<file path="config.mk">
export PLATFORM = sky130hd
export DESIGN_NAME = sbha_arbiter
export DESIGN_NICKNAME = d
export VERILOG_FILES = /design/src/sbha_pkg.sv /design/src/sbha_prio.sv /design/src/sbha_arbiter.sv
export SDC_FILE = /design/constraint.sdc
export NUM_CORES = 1
export LEC_CHECK = 0
export ABC_AREA = 1
export BUFFER_PORTS_ARGS = -buffer_cell sky130_fd_sc_hd__buf_2
export CORE_UTILIZATION = 40
export DETAILED_ROUTE_END_ITERATION = 16
export PLACE_DENSITY_LB_ADDON = 0.1
export SLEW_MARGIN = 20
export SYNTH_ARGS = -nofsm -noshare
export SYNTH_HDL_FRONTEND = slang
export SYNTH_SLANG_ARGS = --single-unit
</file>
<file path="constraint.sdc">
create_clock -name sys_clk -period 3.4 [get_ports sys_clk]
set_input_delay 0.17 -clock sys_clk [delete_from_list [all_inputs] [get_ports sys_clk]]
set_output_delay 0.17 -clock sys_clk [all_outputs]
set_load 0.02 [all_outputs]
</file>
<file path="src/sbha_pkg.sv">
// Operation
// - hold request to the cpu is a flop on the cpu clock.
// - each local master request competes with the others, dma and cpu.
// - a local master owns the bus while its active-low grant is low.
// - two extra local request/grant pairs exist on shared pins.
// - the second local request is arbitrated against the other local requests.
// - with preemption on, an unmasked dma request removes a local master.
// - dma grant pin goes low while dma or an isa master owns the bus.
// - during power-fail or system reset the dma grant pin is a strap input.
// - write-back request drops hold for 4 clocks whatever the arbitration state.
// - write-back during a dma cycle floats the upper local address drivers.
// - an isa master asserting its master signal forces address enable low.
// - refresh strobe is driven low in refresh, left to an isa master owner.
// - isa i/o strobes are driven only in dma cycles, inputs otherwise.
// - isa memory strobes are driven only in dma cycles, sampled otherwise.
// - low-meg read strobe always driven, low when read strobe and a20-23 low.
// - low-meg write strobe always driven, low when write strobe and a20-23 low.
// - a configuration bit picks flush or grant, speed or request, on pin 1; the pin 2 bit only enables its request.
// - in flush mode the cache flush pulses each time throttling takes hold.
// - speed-select input reads low as slow and high as fast.
// - speed-select does nothing until the throttle registers are armed by software.
// - slow mode inserts hold periods to approximate an 8 mhz reference machine.
// - arbitration runs on the 1x cpu clock.
// - address enable high in dma and refresh, low for cpu and masters.
// - system reset follows only power-fail, timed like the processor reset.
package sbha_pkg;

	// ==========================================
	// register map
	localparam logic [3:0]  REG_CTRL       = 4'h0;
	localparam logic [3:0]  REG_THROTTLE   = 4'h4;
	localparam logic [3:0]  REG_STATUS     = 4'h8;

	localparam int          CTRL_PREEMPT   = 0;
	localparam int          CTRL_PIN1_LM   = 1;
	localparam int          CTRL_PIN2_LM   = 2;
	localparam int          CTRL_FLUSH_EN  = 3;
	localparam int          CTRL_THR_ARMED = 4;
	localparam logic [7:0]  CTRL_RST       = 8'h00;
	// run cycles in low half, hold cycles in high half
	localparam logic [31:0] THROTTLE_RST   = 32'h0040_00c0;

	// ==========================================
	// requester slots, lowest index wins
	localparam int          NREQ           = 6;
	localparam int          SLOT_REF       = 0;
	localparam int          SLOT_DMA       = 1;
	localparam int          SLOT_LM0       = 2;
	localparam int          SLOT_LM1       = 3;
	localparam int          SLOT_LM2       = 4;
	localparam int          SLOT_SLOW      = 5;

	// ==========================================
	// timing
	localparam int          CLK_PERIOD_NS  = 5;
	localparam int          RESET_TIME_NS  = 5000;
	localparam int          RESET_CYCLES   = (RESET_TIME_NS + CLK_PERIOD_NS - 1) / CLK_PERIOD_NS;
	localparam int          RST_CNT_W      = 11;
	localparam logic [2:0]  WB_YIELD_CLKS  = 3'h4;

	// ==========================================
	// arbiter states, gray along idle-request-owned-release
	typedef enum logic [1:0] {
		SBHA_IDLE    = 2'b00,
		SBHA_REQUEST = 2'b01,
		SBHA_OWNED   = 2'b11,
		SBHA_RELEASE = 2'b10
	} sbha_state_t;

endpackage : sbha_pkg

</file>
<file path="src/sbha_prio.sv">
`timescale 1ns/10ps
`default_nettype none
module sbha_prio
	import sbha_pkg::*;
#(
	parameter int N = NREQ
)
(
	input  wire logic [N-1:0] req,
	output var  logic [N-1:0] win
);

	// ==========================================
	// fixed priority chain
	logic [N:0] blocked;

	assign blocked[0] = 1'b0;

	genvar i;
	generate
		for (i = 0; i < N; i++)
		begin : g_slot
			assign blocked[i+1] = blocked[i] | req[i];
			assign win[i]       = req[i] & ~blocked[i];
		end
	endgenerate

endmodule : sbha_prio
`default_nettype wire

</file>
<file path="src/sbha_arbiter.sv">
`timescale 1ns/10ps
`default_nettype none
module sbha_arbiter
	import sbha_pkg::*;
(
	input  wire logic        sys_clk,
	input  wire logic        rst_n,
	input  wire logic        clk_en,
	// register bus
	input  wire logic [3:0]  avs_address,
	input  wire logic        avs_read,
	input  wire logic        avs_write,
	input  wire logic [31:0] avs_writedata,
	output var  logic [31:0] avs_readdata,
	output var  logic        avs_waitrequest,
	// cpu
	output var  logic        hold_request_out,
	input  wire logic        hold_acknowledge_in,
	input  wire logic        cpu_reset_request,
	// local masters, pins 1 and 2 shared
	input  wire logic        local_master_request_0_n,
	output var  logic        local_master_grant_0_n,
	input  wire logic        local_master_request_1_n,
	output var  logic        local_master_grant_1_n,
	input  wire logic        local_master_request_2_n,
	output var  logic        local_master_grant_2_n,
	// dma side
	input  wire logic        dma_request_in,
	input  wire logic        dma_cycle_active,
	input  wire logic        dma_owner_grant_in,
	output var  logic        dma_owner_grant_out_n,
	output var  logic        dma_owner_grant_oe_n,
	output var  logic        upper_address_strap,
	input  wire logic        writeback_yield_request_n,
	output var  logic        upper_address_oe_n,
	input  wire logic        isa_master_n,
	output var  logic        address_enable,
	input  wire logic        refresh_request_in,
	output var  logic        refresh_out_n,
	output var  logic        refresh_oe_n,
	// isa command strobes
	input  wire logic        dma_io_read_n,
	input  wire logic        dma_io_write_n,
	input  wire logic        dma_mem_read_n,
	input  wire logic        dma_mem_write_n,
	input  wire logic        mem_read_in_n,
	input  wire logic        mem_write_in_n,
	output var  logic        io_read_out_n,
	output var  logic        io_write_out_n,
	output var  logic        mem_read_out_n,
	output var  logic        mem_write_out_n,
	output var  logic        command_oe_n,
	input  wire logic [3:0]  address_20_23,
	output var  logic        low_mem_read_n,
	output var  logic        low_mem_write_n,
	// resets
	input  wire logic        power_ok_input,
	output var  logic        processor_reset_out,
	output var  logic        system_reset_out
);

	// ==========================================
	// state
	typedef struct packed {
		sbha_state_t            st;
		logic [NREQ-1:0]        own;
		logic                   hold;
		logic [2:0]             wb_cnt;
		logic                   wb_prev_n;
		logic [7:0]             ctrl;
		logic [31:0]            thr;
		logic [15:0]            thr_cnt;
		logic                   slow_req;
		logic                   wait_r;
		logic [31:0]            rdata;
		logic [RST_CNT_W-1:0]   rst_cnt;
		logic                   cpu_rst;
		logic                   sys_rst;
		logic                   strap;
		logic [2:0]             lgnt_n;
		logic                   flush_n;
		logic                   dma_owner_grant_n_n;
		logic                   dma_owner_grant_n_oe_n;
		logic                   aen;
		logic                   ref_n;
		logic                   ref_oe_n;
		logic                   addr_oe_n;
		logic [3:0]             cmd_n;
		logic                   cmd_oe_n;
		logic                   smemr_n;
		logic                   smemw_n;
	} sbha_regs_t;

	sbha_regs_t s_q;
	sbha_regs_t s_d;

	logic [NREQ-1:0] req;
	logic [NREQ-1:0] win;
	logic            slow_on;
	logic            owned;
	logic            cmd_drive;
	logic            memr_src;
	logic            memw_src;
	logic            leave;

	// ==========================================
	// requests
	// speed pin reads low as slow, and only once software armed the throttle
	assign slow_on = s_q.ctrl[CTRL_THR_ARMED] & ~s_q.ctrl[CTRL_PIN1_LM]
	                 & ~local_master_request_1_n;

	always_comb
	begin
		req            = '0;
		req[SLOT_REF]  = refresh_request_in;
		req[SLOT_DMA]  = dma_request_in;
		req[SLOT_LM0]  = ~local_master_request_0_n;
		req[SLOT_LM1]  = ~local_master_request_1_n & s_q.ctrl[CTRL_PIN1_LM];
		req[SLOT_LM2]  = ~local_master_request_2_n & s_q.ctrl[CTRL_PIN2_LM];
		req[SLOT_SLOW] = s_q.slow_req;
	end

	sbha_prio #(
		.N   (NREQ)
	) u_prio (
		.req (req),
		.win (win)
	);

	assign owned     = (s_q.st == SBHA_OWNED);
	assign cmd_drive = owned & s_q.own[SLOT_DMA] & dma_cycle_active & isa_master_n;
	assign memr_src  = cmd_drive ? dma_mem_read_n : mem_read_in_n;
	assign memw_src  = cmd_drive ? dma_mem_write_n : mem_write_in_n;

	// ==========================================
	// next state
	always_comb
	begin
		s_d   = s_q;
		leave = 1'b0;

		// reset sequencing, system reset only from power-fail
		if (!power_ok_input)
		begin
			s_d.rst_cnt = '0;
			s_d.cpu_rst = 1'b1;
			s_d.sys_rst = 1'b1;
		end
		else if (s_q.cpu_rst)
		begin
			if (s_q.rst_cnt == RST_CNT_W'(RESET_CYCLES - 1))
			begin
				s_d.cpu_rst = 1'b0;
				s_d.sys_rst = 1'b0;
			end
			else
			begin
				s_d.rst_cnt = s_q.rst_cnt + 1'b1;
			end
		end
		else if (cpu_reset_request)
		begin
			s_d.rst_cnt = '0;
			s_d.cpu_rst = 1'b1;
		end

		// strap sampled while the grant pin is an input
		if (!power_ok_input || s_q.sys_rst)
		begin
			s_d.strap = dma_owner_grant_in;
		end

		// write-back yield, restarted on each new assertion
		s_d.wb_prev_n = writeback_yield_request_n;
		if (!writeback_yield_request_n && s_q.wb_prev_n)
		begin
			s_d.wb_cnt = WB_YIELD_CLKS;
		end
		else if (s_q.wb_cnt != 3'h0)
		begin
			s_d.wb_cnt = s_q.wb_cnt - 1'b1;
		end

		// throttle timer: run period, then hold period
		if (!slow_on)
		begin
			s_d.slow_req = 1'b0;
			s_d.thr_cnt  = s_q.thr[15:0];
		end
		else if (!s_q.slow_req)
		begin
			if (s_q.thr_cnt == 16'h0000)
			begin
				s_d.slow_req = 1'b1;
				s_d.thr_cnt  = s_q.thr[31:16];
			end
			else
			begin
				s_d.thr_cnt = s_q.thr_cnt - 1'b1;
			end
		end
		else if (owned && s_q.own[SLOT_SLOW] && s_q.thr_cnt != 16'h0000)
		begin
			s_d.thr_cnt = s_q.thr_cnt - 1'b1;
		end

		// arbitration
		s_d.flush_n = 1'b1;
		case (s_q.st)
			SBHA_IDLE:
			begin
				s_d.own = '0;
				if (req != '0 && !s_q.sys_rst)
				begin
					s_d.st = SBHA_REQUEST;
				end
			end
			SBHA_REQUEST:
			begin
				// hold_acknowledge_in taken as is, the cpu keeps it synchronous
				if (req == '0)
				begin
					s_d.st = SBHA_IDLE;
				end
				else if (hold_acknowledge_in && s_q.hold)
				begin
					s_d.st  = SBHA_OWNED;
					s_d.own = win;
					if (win[SLOT_SLOW] && s_q.ctrl[CTRL_FLUSH_EN] && !s_q.ctrl[CTRL_PIN1_LM])
					begin
						s_d.flush_n = 1'b0;
					end
				end
			end
			SBHA_OWNED:
			begin
				if (s_q.own[SLOT_SLOW])
				begin
					leave = (s_q.thr_cnt == 16'h0000) || !slow_on;
					if (leave)
					begin
						s_d.slow_req = 1'b0;
						s_d.thr_cnt  = s_q.thr[15:0];
					end
				end
				else
				begin
					leave = (s_q.own & req) == '0;
				end
				// preemption takes a local master off for dma
				if (s_q.ctrl[CTRL_PREEMPT] && dma_request_in && (s_q.own[SLOT_LM2:SLOT_LM0] != 3'b000))
				begin
					leave = 1'b1;
				end
				if (leave || s_q.sys_rst)
				begin
					s_d.st = SBHA_RELEASE;
				end
			end
			default:
			begin
				s_d.own = '0;
				s_d.st  = SBHA_IDLE;
			end
		endcase

		// hold falls during the yield window whatever the state
		s_d.hold = (s_d.st != SBHA_IDLE) && (s_d.wb_cnt == 3'h0);

		// grants only in owned state, after hold_acknowledge_in was seen
		s_d.lgnt_n[0] = ~(s_d.st == SBHA_OWNED && s_d.own[SLOT_LM0]);
		s_d.lgnt_n[1] = ~(s_d.st == SBHA_OWNED && s_d.own[SLOT_LM1]);
		s_d.lgnt_n[2] = ~(s_d.st == SBHA_OWNED && s_d.own[SLOT_LM2]);

		// dma grant pin: input while in reset, else grant
		s_d.dma_owner_grant_n_oe_n = ~power_ok_input | s_d.sys_rst;
		s_d.dma_owner_grant_n_n    = ~(s_d.st == SBHA_OWNED && s_d.own[SLOT_DMA]);

		// address enable: dma and refresh only, never with an isa master
		s_d.aen = (s_d.st == SBHA_OWNED) && (s_d.own[SLOT_DMA] || s_d.own[SLOT_REF])
		          && isa_master_n;

		// refresh strobe, left floating for an isa master owner
		s_d.ref_n    = ~((s_d.st == SBHA_OWNED) && s_d.own[SLOT_REF]);
		s_d.ref_oe_n = s_d.ref_n | ~isa_master_n;

		// upper address lines released to the cpu during its write-back
		s_d.addr_oe_n = ~((s_d.st == SBHA_OWNED) && s_d.own[SLOT_DMA] && dma_cycle_active
		                  && (s_d.wb_cnt == 3'h0));

		// command strobes driven only in dma cycles
		s_d.cmd_oe_n = ~cmd_drive;
		s_d.cmd_n    = {dma_mem_write_n, dma_mem_read_n, dma_io_write_n, dma_io_read_n};
		s_d.smemr_n  = ~(~memr_src && (address_20_23 == 4'h0));
		s_d.smemw_n  = ~(~memw_src && (address_20_23 == 4'h0));

		// register bus: one wait cycle, commit when waitrequest is low
		s_d.wait_r = ~((avs_read | avs_write) & s_q.wait_r);
		if (avs_read && s_q.wait_r)
		begin
			if (avs_address == REG_CTRL)
			begin
				s_d.rdata = {24'h000000, s_q.ctrl};
			end
			else if (avs_address == REG_THROTTLE)
			begin
				s_d.rdata = s_q.thr;
			end
			else if (avs_address == REG_STATUS)
			begin
				s_d.rdata = {16'h0000, s_q.strap, s_q.sys_rst, slow_on, hold_acknowledge_in,
				             s_q.hold, s_q.st, s_q.wb_cnt, s_q.own};
			end
			else
			begin
				s_d.rdata = 32'h00000000;
			end
		end
		if (avs_write && !s_q.wait_r)
		begin
			if (avs_address == REG_CTRL)
			begin
				s_d.ctrl = avs_writedata[7:0];
			end
			else if (avs_address == REG_THROTTLE)
			begin
				s_d.thr = avs_writedata;
			end
		end
	end

	// ==========================================
	// registers, all on the 1x cpu clock
	always_ff @(posedge sys_clk)
	begin
		if (!rst_n)
		begin
			s_q           <= '0;
			s_q.st        <= SBHA_IDLE;
			s_q.wb_prev_n <= 1'b1;
			s_q.ctrl      <= CTRL_RST;
			s_q.thr       <= THROTTLE_RST;
			s_q.thr_cnt   <= THROTTLE_RST[15:0];
			s_q.wait_r    <= 1'b1;
			s_q.cpu_rst   <= 1'b1;
			s_q.sys_rst   <= 1'b1;
			s_q.strap     <= 1'b1;
			s_q.lgnt_n    <= 3'b111;
			s_q.flush_n   <= 1'b1;
			s_q.dma_owner_grant_n_n    <= 1'b1;
			s_q.dma_owner_grant_n_oe_n <= 1'b1;
			s_q.ref_n     <= 1'b1;
			s_q.ref_oe_n  <= 1'b1;
			s_q.addr_oe_n <= 1'b1;
			s_q.cmd_n     <= 4'hf;
			s_q.cmd_oe_n  <= 1'b1;
			s_q.smemr_n   <= 1'b1;
			s_q.smemw_n   <= 1'b1;
		end
		else if (clk_en)
		begin
			s_q <= s_d;
		end
	end

	// ==========================================
	// outputs
	assign avs_readdata          = s_q.rdata;
	assign avs_waitrequest       = s_q.wait_r;
	assign hold_request_out      = s_q.hold;
	assign local_master_grant_0_n = s_q.lgnt_n[0];
	// shared pin: grant 1 or cache flush
	assign local_master_grant_1_n = s_q.ctrl[CTRL_PIN1_LM] ? s_q.lgnt_n[1] : s_q.flush_n;
	assign local_master_grant_2_n = s_q.lgnt_n[2];
	assign dma_owner_grant_out_n = s_q.dma_owner_grant_n_n;
	assign dma_owner_grant_oe_n  = s_q.dma_owner_grant_n_oe_n;
	assign upper_address_strap   = s_q.strap;
	assign upper_address_oe_n    = s_q.addr_oe_n;
	assign address_enable        = s_q.aen;
	assign refresh_out_n         = s_q.ref_n;
	assign refresh_oe_n          = s_q.ref_oe_n;
	assign io_read_out_n         = s_q.cmd_n[0];
	assign io_write_out_n        = s_q.cmd_n[1];
	assign mem_read_out_n        = s_q.cmd_n[2];
	assign mem_write_out_n       = s_q.cmd_n[3];
	assign command_oe_n          = s_q.cmd_oe_n;
	assign low_mem_read_n        = s_q.smemr_n;
	assign low_mem_write_n       = s_q.smemw_n;
	assign processor_reset_out   = s_q.cpu_rst;
	assign system_reset_out      = s_q.sys_rst;

endmodule : sbha_arbiter
`default_nettype wire

</file>
After elaboration in Yosys (flattened, before gate mapping)
Index checks and enable logic that the tools add are counted.

storage, ports and cells
  register bits = 134
  input bits = 63

cells by class
  add/subtract/negate cells = 3
  eq/ne operators = 10
  multiplexer cells = 37
  bitwise logic cells = 46
  reductions and logical operators = 51

operators with widths
  kind                                                                   count
  17-bit 2-to-1 mux                                                      4
  16-bit 2-to-1 mux                                                      4
  32-bit 2-to-1 mux                                                      2
  1-bit inverter                                                         25
  12-bit 2-to-1 mux                                                      2
  1-bit logical AND                                                      23
  16-bit logical NOT                                                     1
  16-bit nonzero test                                                    1
  16-bit by 1-bit subtractor with 16-bit output (second input constant)  1
  1-bit bitwise AND                                                      13
  1-bit 2-to-1 mux                                                       13
  13-bit 2-to-1 mux                                                      1
  6-bit logical NOT                                                      2
  6-bit one-hot mux with 2 select lines                                  1
  11-bit by 1-bit adder with 11-bit output (second input constant)       1
  11-bit by 10-bit == test with 1-bit output (second input constant)     1
  11-bit 2-to-1 mux                                                      1
  4-bit logical NOT                                                      2
  2-bit 2-to-1 mux                                                       4
  8-bit 2-to-1 mux                                                       1
  4-bit AND reduction                                                    2
  1-bit OR                                                               7
  6-bit bitwise AND                                                      1
  1-bit logical NOT                                                      6
  other kinds (19)                                                       28

Depth between registers and ports, before layout
  word-level depth = 16
  gate-level depth with buffers = 13

Hierarchy
Synthesis repeated with hierarchy kept, for this count alone.

second synthesis, totals
  cells, all modules = 969
  area total of the unflattened synthesis = 6633.9 µm²

modules (own cells, without submodules)
  module        times used  cells each  area an instance (µm²)  seq. area each (µm²)
  sbha_arbiter  1           955         6567.5                  2662.6
  sbha_prio     1           14          66.3                    0.0

Worst setup path after synthesis
Ideal clock, no wire load.

  path type = register -> register
  start point = register s_q[65] (netlist name)
  end point = register s_q[72] (netlist name)
  arrival = 1.490 ns
  data required time = 3.281 ns
  path slack = 1.790 ns
  stages on the path, launching flop included = 12
  path buffers = 0
  period minus slack after synthesis = 1.610 ns
  cell sequence = dfxtp_1 inv_1 ha_1 nand2_2 nor2_4 nand2_1 nor2_4 nand3_1 nor2_2 inv_1 o21ai_1 o21ai_1

between the ends
  cells in the longest elaborated chain, start to end = 8
  elaborated cells between the ends (all ways) = 12
  classes of those cells = add/sub: 1; mux: 7; reduce/logical: 4

RTL lines
  element                                                                                line                 RTL
  from (decl)                                                                            sbha_arbiter.sv:94   sbha_regs_t s_q;
  branches (longest 7 deep; another with 16-bit by 1-bit subtractor with 16-bit output)  --
  17-bit 2-to-1 mux *                                                                    sbha_arbiter.sv:209  case (s_q.st)

Every way passes the cells marked *.
A chain may end at the register's enable or synchronous reset.

Worst setup path after layout
  start point = input port address_20_23[3]
  end point = register s_q (netlist bit low_mem_write_n)

between the ends
  cells in the longest elaborated chain, start to end = 3

RTL lines
  element            line                 RTL
  from (decl)        sbha_arbiter.sv:53   input wire logic [3:0] address_20_23,
  4-bit logical NOT  sbha_arbiter.sv:295  s_d.smemw_n = ~(~memw_src && (address_20_23 == 4'h0));
  1-bit logical AND  sbha_arbiter.sv:295
  1-bit inverter     sbha_arbiter.sv:295

No other way between the ends.

==> flow_summary_export.csv <==
group,metric,value,unit
floorplanning,num_rows,47,
sta,post-route-worst-setup-slack,1.149,ns
floorplanning,die_height,132.7,microns
setup_path,crit_buf_inv,4,
floorplanning,chipWidth,132.7,microns
synth,ys_ff_latch,133,
final_layout,largest_reg_flops,81,
final_layout,fill_cells,1725,
synth,syn_inst,964,
power,seqPwrFrac,41.7,%
sta,min_period_over_period,66.20,%
setup_path,crit_fanout,2,
place,gp_congestion,0.8468,
route,route.detailed.drc,0,
sta,maxSlewHeadroom,38.71,%
final_layout,syn2layout_area_growth,19.40,%
power,p_total,3.890,mW
global_routing,grt_usage,23.90,%
sta,fin_crit,2.251,ns
sta,slew_violations,0,
synth,syn_area_per_cell,7.092,sq um
global_routing,grt_start_max_net_pins,78,
power,power-per-cell-area,476.6,nW/um^2
cts,cts_max_path_buffers,2,
sta,max_clock_freq,444.3,MHz
floorplanning,core_area,16640,sq um
final_layout,post-route-util,49.05,%
synth,syn_area,6837,sq um
sta,rsz0062_at_grt,"no",
synth,ys_types,48,
route,vias,6570,
place,port_buffers,115,
synth,syn_nets,1032,
synth,yosysWarnings,0,
power,pwr-share-comb,9.3,%
final_layout,num_antenna_cells,0,
route,first_iter_violations,466,
cts,path_clk_slew,0.06,ns
power,ir_drop,0.3404,mV
final_layout,layout-drive-gt1-share,20.51,%
floorplanning,io_pins,116,
cts,cts_tree,"yes",
route,drt-total-wl,20330,microns
setup_path,cp_slowest_cell,"dlygate4sd3_1",
synth,async_flop_share,0,%
place,dp_cells,1232,
floorplanning,die_area,17620,sq um
sta,clock_skew,0.008320,ns
setup_path,cpMostUsedCell,"dlygate4sd3_1",
setup_path,end_kind,"register",
place,dpl.hpwl,14720,microns
sta,tightest_slew,0.9183,ns
run_status,outcome,"complete, no violations",
global_routing,grt_pass1_vias,6030,
cts,cts_htree_levels,4,
route,wl_per_cell,15.78,microns
cts,cts_resized,0,
sta,hold_violations,0,
power,clkPwrFrac,49.1,%
route,drt-pass1-iter-count,6,
setup_path,arrival,2.55,ns
setup_path,worstPathCellList,"dlygate4sd3_1 > buf_2 > o41ai_1 > dlygate4sd3_1 > nand4_1 > dlygate4sd3_1",
setup_path,startpoint_type,"input port",
setup_path,crit_required,3.70,ns
cts,clock_sinks,133,
power,netSwitchingFraction,25.37,%
final_layout,largest-register,"s_q",
global_routing,grt_pass1_wl,32710,microns
synth,synth-edff-count,0,
setup_path,worstSetupPathType,"in2reg",
sta,setup_viol_count_final,0,
min_path,min_path_type,"in2reg",
synth,ys_seq_area_share,38.95,%
flow_run,cap_violations,0,
cts,clock_latency,0.42,ns
power,power.leakage,3.465,nW
global_routing,antenna_found_initial,0,
power,p_int,2.903,mW
synth,yosys_most_used_dff,"dfxtp_1",
setup_path,cp_top_family,"buffers and inverters",
place,dp_slack,1.351,ns
floorplanning,start_util,41.08,%
setup_path,max_stage_delay,0.63,ns
route,ant_nets,0,
global_routing,grt_overflow,0,
route,vias_per_cell,5.101,
cts,cts-root-buf,"clkbuf_16",
cts,cts_buffers,17,
sta,setup-tns-final,0,ns
final_layout,layoutNonFillerInstCount,1288,
power,power_switching,987.1,uW
final_layout,final_nets,1123,
==> synthesized netlist by cell type, types with 2 or more instances <==
| cell | number | share of area [%] |
|---|---|---|
| inv_4 | 2 | 0.18 |
| o31ai_1 | 2 | 0.22 |
| o211ai_1 | 10 | 1.1 |
| o21ai_0 | 84 | 6.1 |
| nor2_8 | 2 | 0.59 |
| buf_1 | 3 | 0.16 |
| a21oi_2 | 2 | 0.26 |
| nor2_4 | 7 | 1.2 |
| clkbuf_1 | 21 | 1.2 |
| nand2_8 | 3 | 0.88 |
| nand3_1 | 73 | 5.3 |
| a221oi_1 | 3 | 0.38 |
| dfxtp_1 | 133 | 39 |
| xor2_1 | 2 | 0.26 |
| a211oi_1 | 3 | 0.33 |
| ha_1 | 5 | 0.92 |
| nand2_1 | 161 | 8.8 |
| inv_1 | 89 | 4.9 |
| nand3b_1 | 3 | 0.33 |
| a21oi_1 | 101 | 7.4 |
| buf_6 | 2 | 0.33 |
| buf_2 | 14 | 1.0 |
| nand2_2 | 13 | 1.2 |
| nand4_1 | 10 | 0.92 |
| inv_2 | 10 | 0.55 |
| o21ai_1 | 19 | 1.4 |
| o21bai_1 | 3 | 0.33 |
| nor2_2 | 9 | 0.82 |
| o22ai_1 | 10 | 0.92 |
| buf_4 | 34 | 3.7 |
| nor2_1 | 98 | 5.4 |
| o21ai_2 | 3 | 0.38 |
| nand2_4 | 5 | 0.82 |
| nor3_2 | 2 | 0.29 |
| nor3_1 | 10 | 0.73 |
==> cell usage in the layout (no fill, tap or decap), types with 5 or more instances in the layout <==
cell type,synthesis,layout
dfxtp_1,133,133
inv_1,89,89
o21ai_0,84,84
nor2_4,7,7
o211ai_1,10,10
clkbuf_16,0,17
nor3_1,10,10
a21oi_1,101,101
buf_4,34,7
nand2_2,13,13
o22ai_1,10,10
ha_1,5,5
inv_2,10,10
o21ai_1,19,19
nand2_1,161,161
nand4_1,10,10
clkinv_4,1,5
nor2_1,98,98
nand2_4,5,5
nand3_1,73,73
dlygate4sd3_1,0,24
nor2_2,9,9
buf_2,14,115
==> power by group through the flow <==
stage / logic [mW] / registers [mW] / clock network [mW]
6_report: 0.360 / 1.62 / 1.91
5_1_grt: 0.403 / 1.63 / 2.01
4_1_cts: 0.361 / 1.62 / 1.94
3_5_place_dp: 0.338 / 1.66 / 0
3_3_place_gp: 0.339 / 1.66 / 0
2_1_floorplan: 0.220 / 1.66 / 0
==> metal layers <==
| metal | wire length [microns] | up-vias | global-route usage, % |
|---|---|---|---|
| met5 | 0 | - | 0 |
| met4 | 319 | 0 | 6.897 |
| met3 | 848 | 23 | 4.713 |
| met2 | 9565 | 156 | 37.87 |
| met1 | 9598 | 3029 | 32.85 |
| li1 | - | 3362 | - |
==> stage by stage <==
step / area, sq um / hold WS (ns)
after detailed placement: 7308 / 0.3887
after global placement: 7308 / 0.3837
final: 8163 / 0.01688
after global routing: 8163 / 0.02325
after floorplan: 6837 / 0.2963
after CTS: 8163 / 0.0008024
==> path summary, 6_finish.rpt <==
check / startpoint / endpoint / slack (ns) / cells after the start
max reg2reg: avs_waitrequest / s_q[93] / 1.39 / 9
min reg2reg: io_write_out_n / io_write_out_n / 0.46 / 2
min: address_20_23[0] / low_mem_read_n / 0.02 / 3
max: address_20_23[3] / low_mem_write_n / 1.15 / 6
==> kinds of logic after synthesis <==
logic type                 Yosys count  synth area share (%)
and+or+nand+nor                    402                 28.13
adders and majority gates            5                0.9151
buffers and inverters              177                 12.23
xor gates and xnor gates             2                0.2563
AOI/OAI and AO/OA                  245                 19.53
DFF                                133                 38.95
==> final cells by class <==
cell class	count	area [sq um]	area share, %
Multi-Input combinational cell	654	3344	40.97
Clock inverter	14	175.2	2.146
Sequential cell	133	2663	32.62
Inverter	103	397.9	4.874
Tap cell	220	275.3	3.372
Timing Repair Buffer	146	868.3	10.64
Clock buffer	18	439.2	5.380
==> worst register-to-register path, cell delays in order (launching register included) <==
cell and delay, ns:
dfxtp_1 0.32, inv_1 0.11, nand2_1 0.08, nor2_1 0.10, inv_1 0.10, nor2_4 0.37
inv_1 0.23, buf_4 0.31, o21ai_0 0.22, a21oi_1 0.06
==> repair_timing <==
action,CTS,global route
buffers inserted,0,0
hold buffers,24,0
endpoints found under the setup margin,0,0
endpoints found under the hold margin,23,0
No activity file was read; power rests on OpenSTA's default activity.
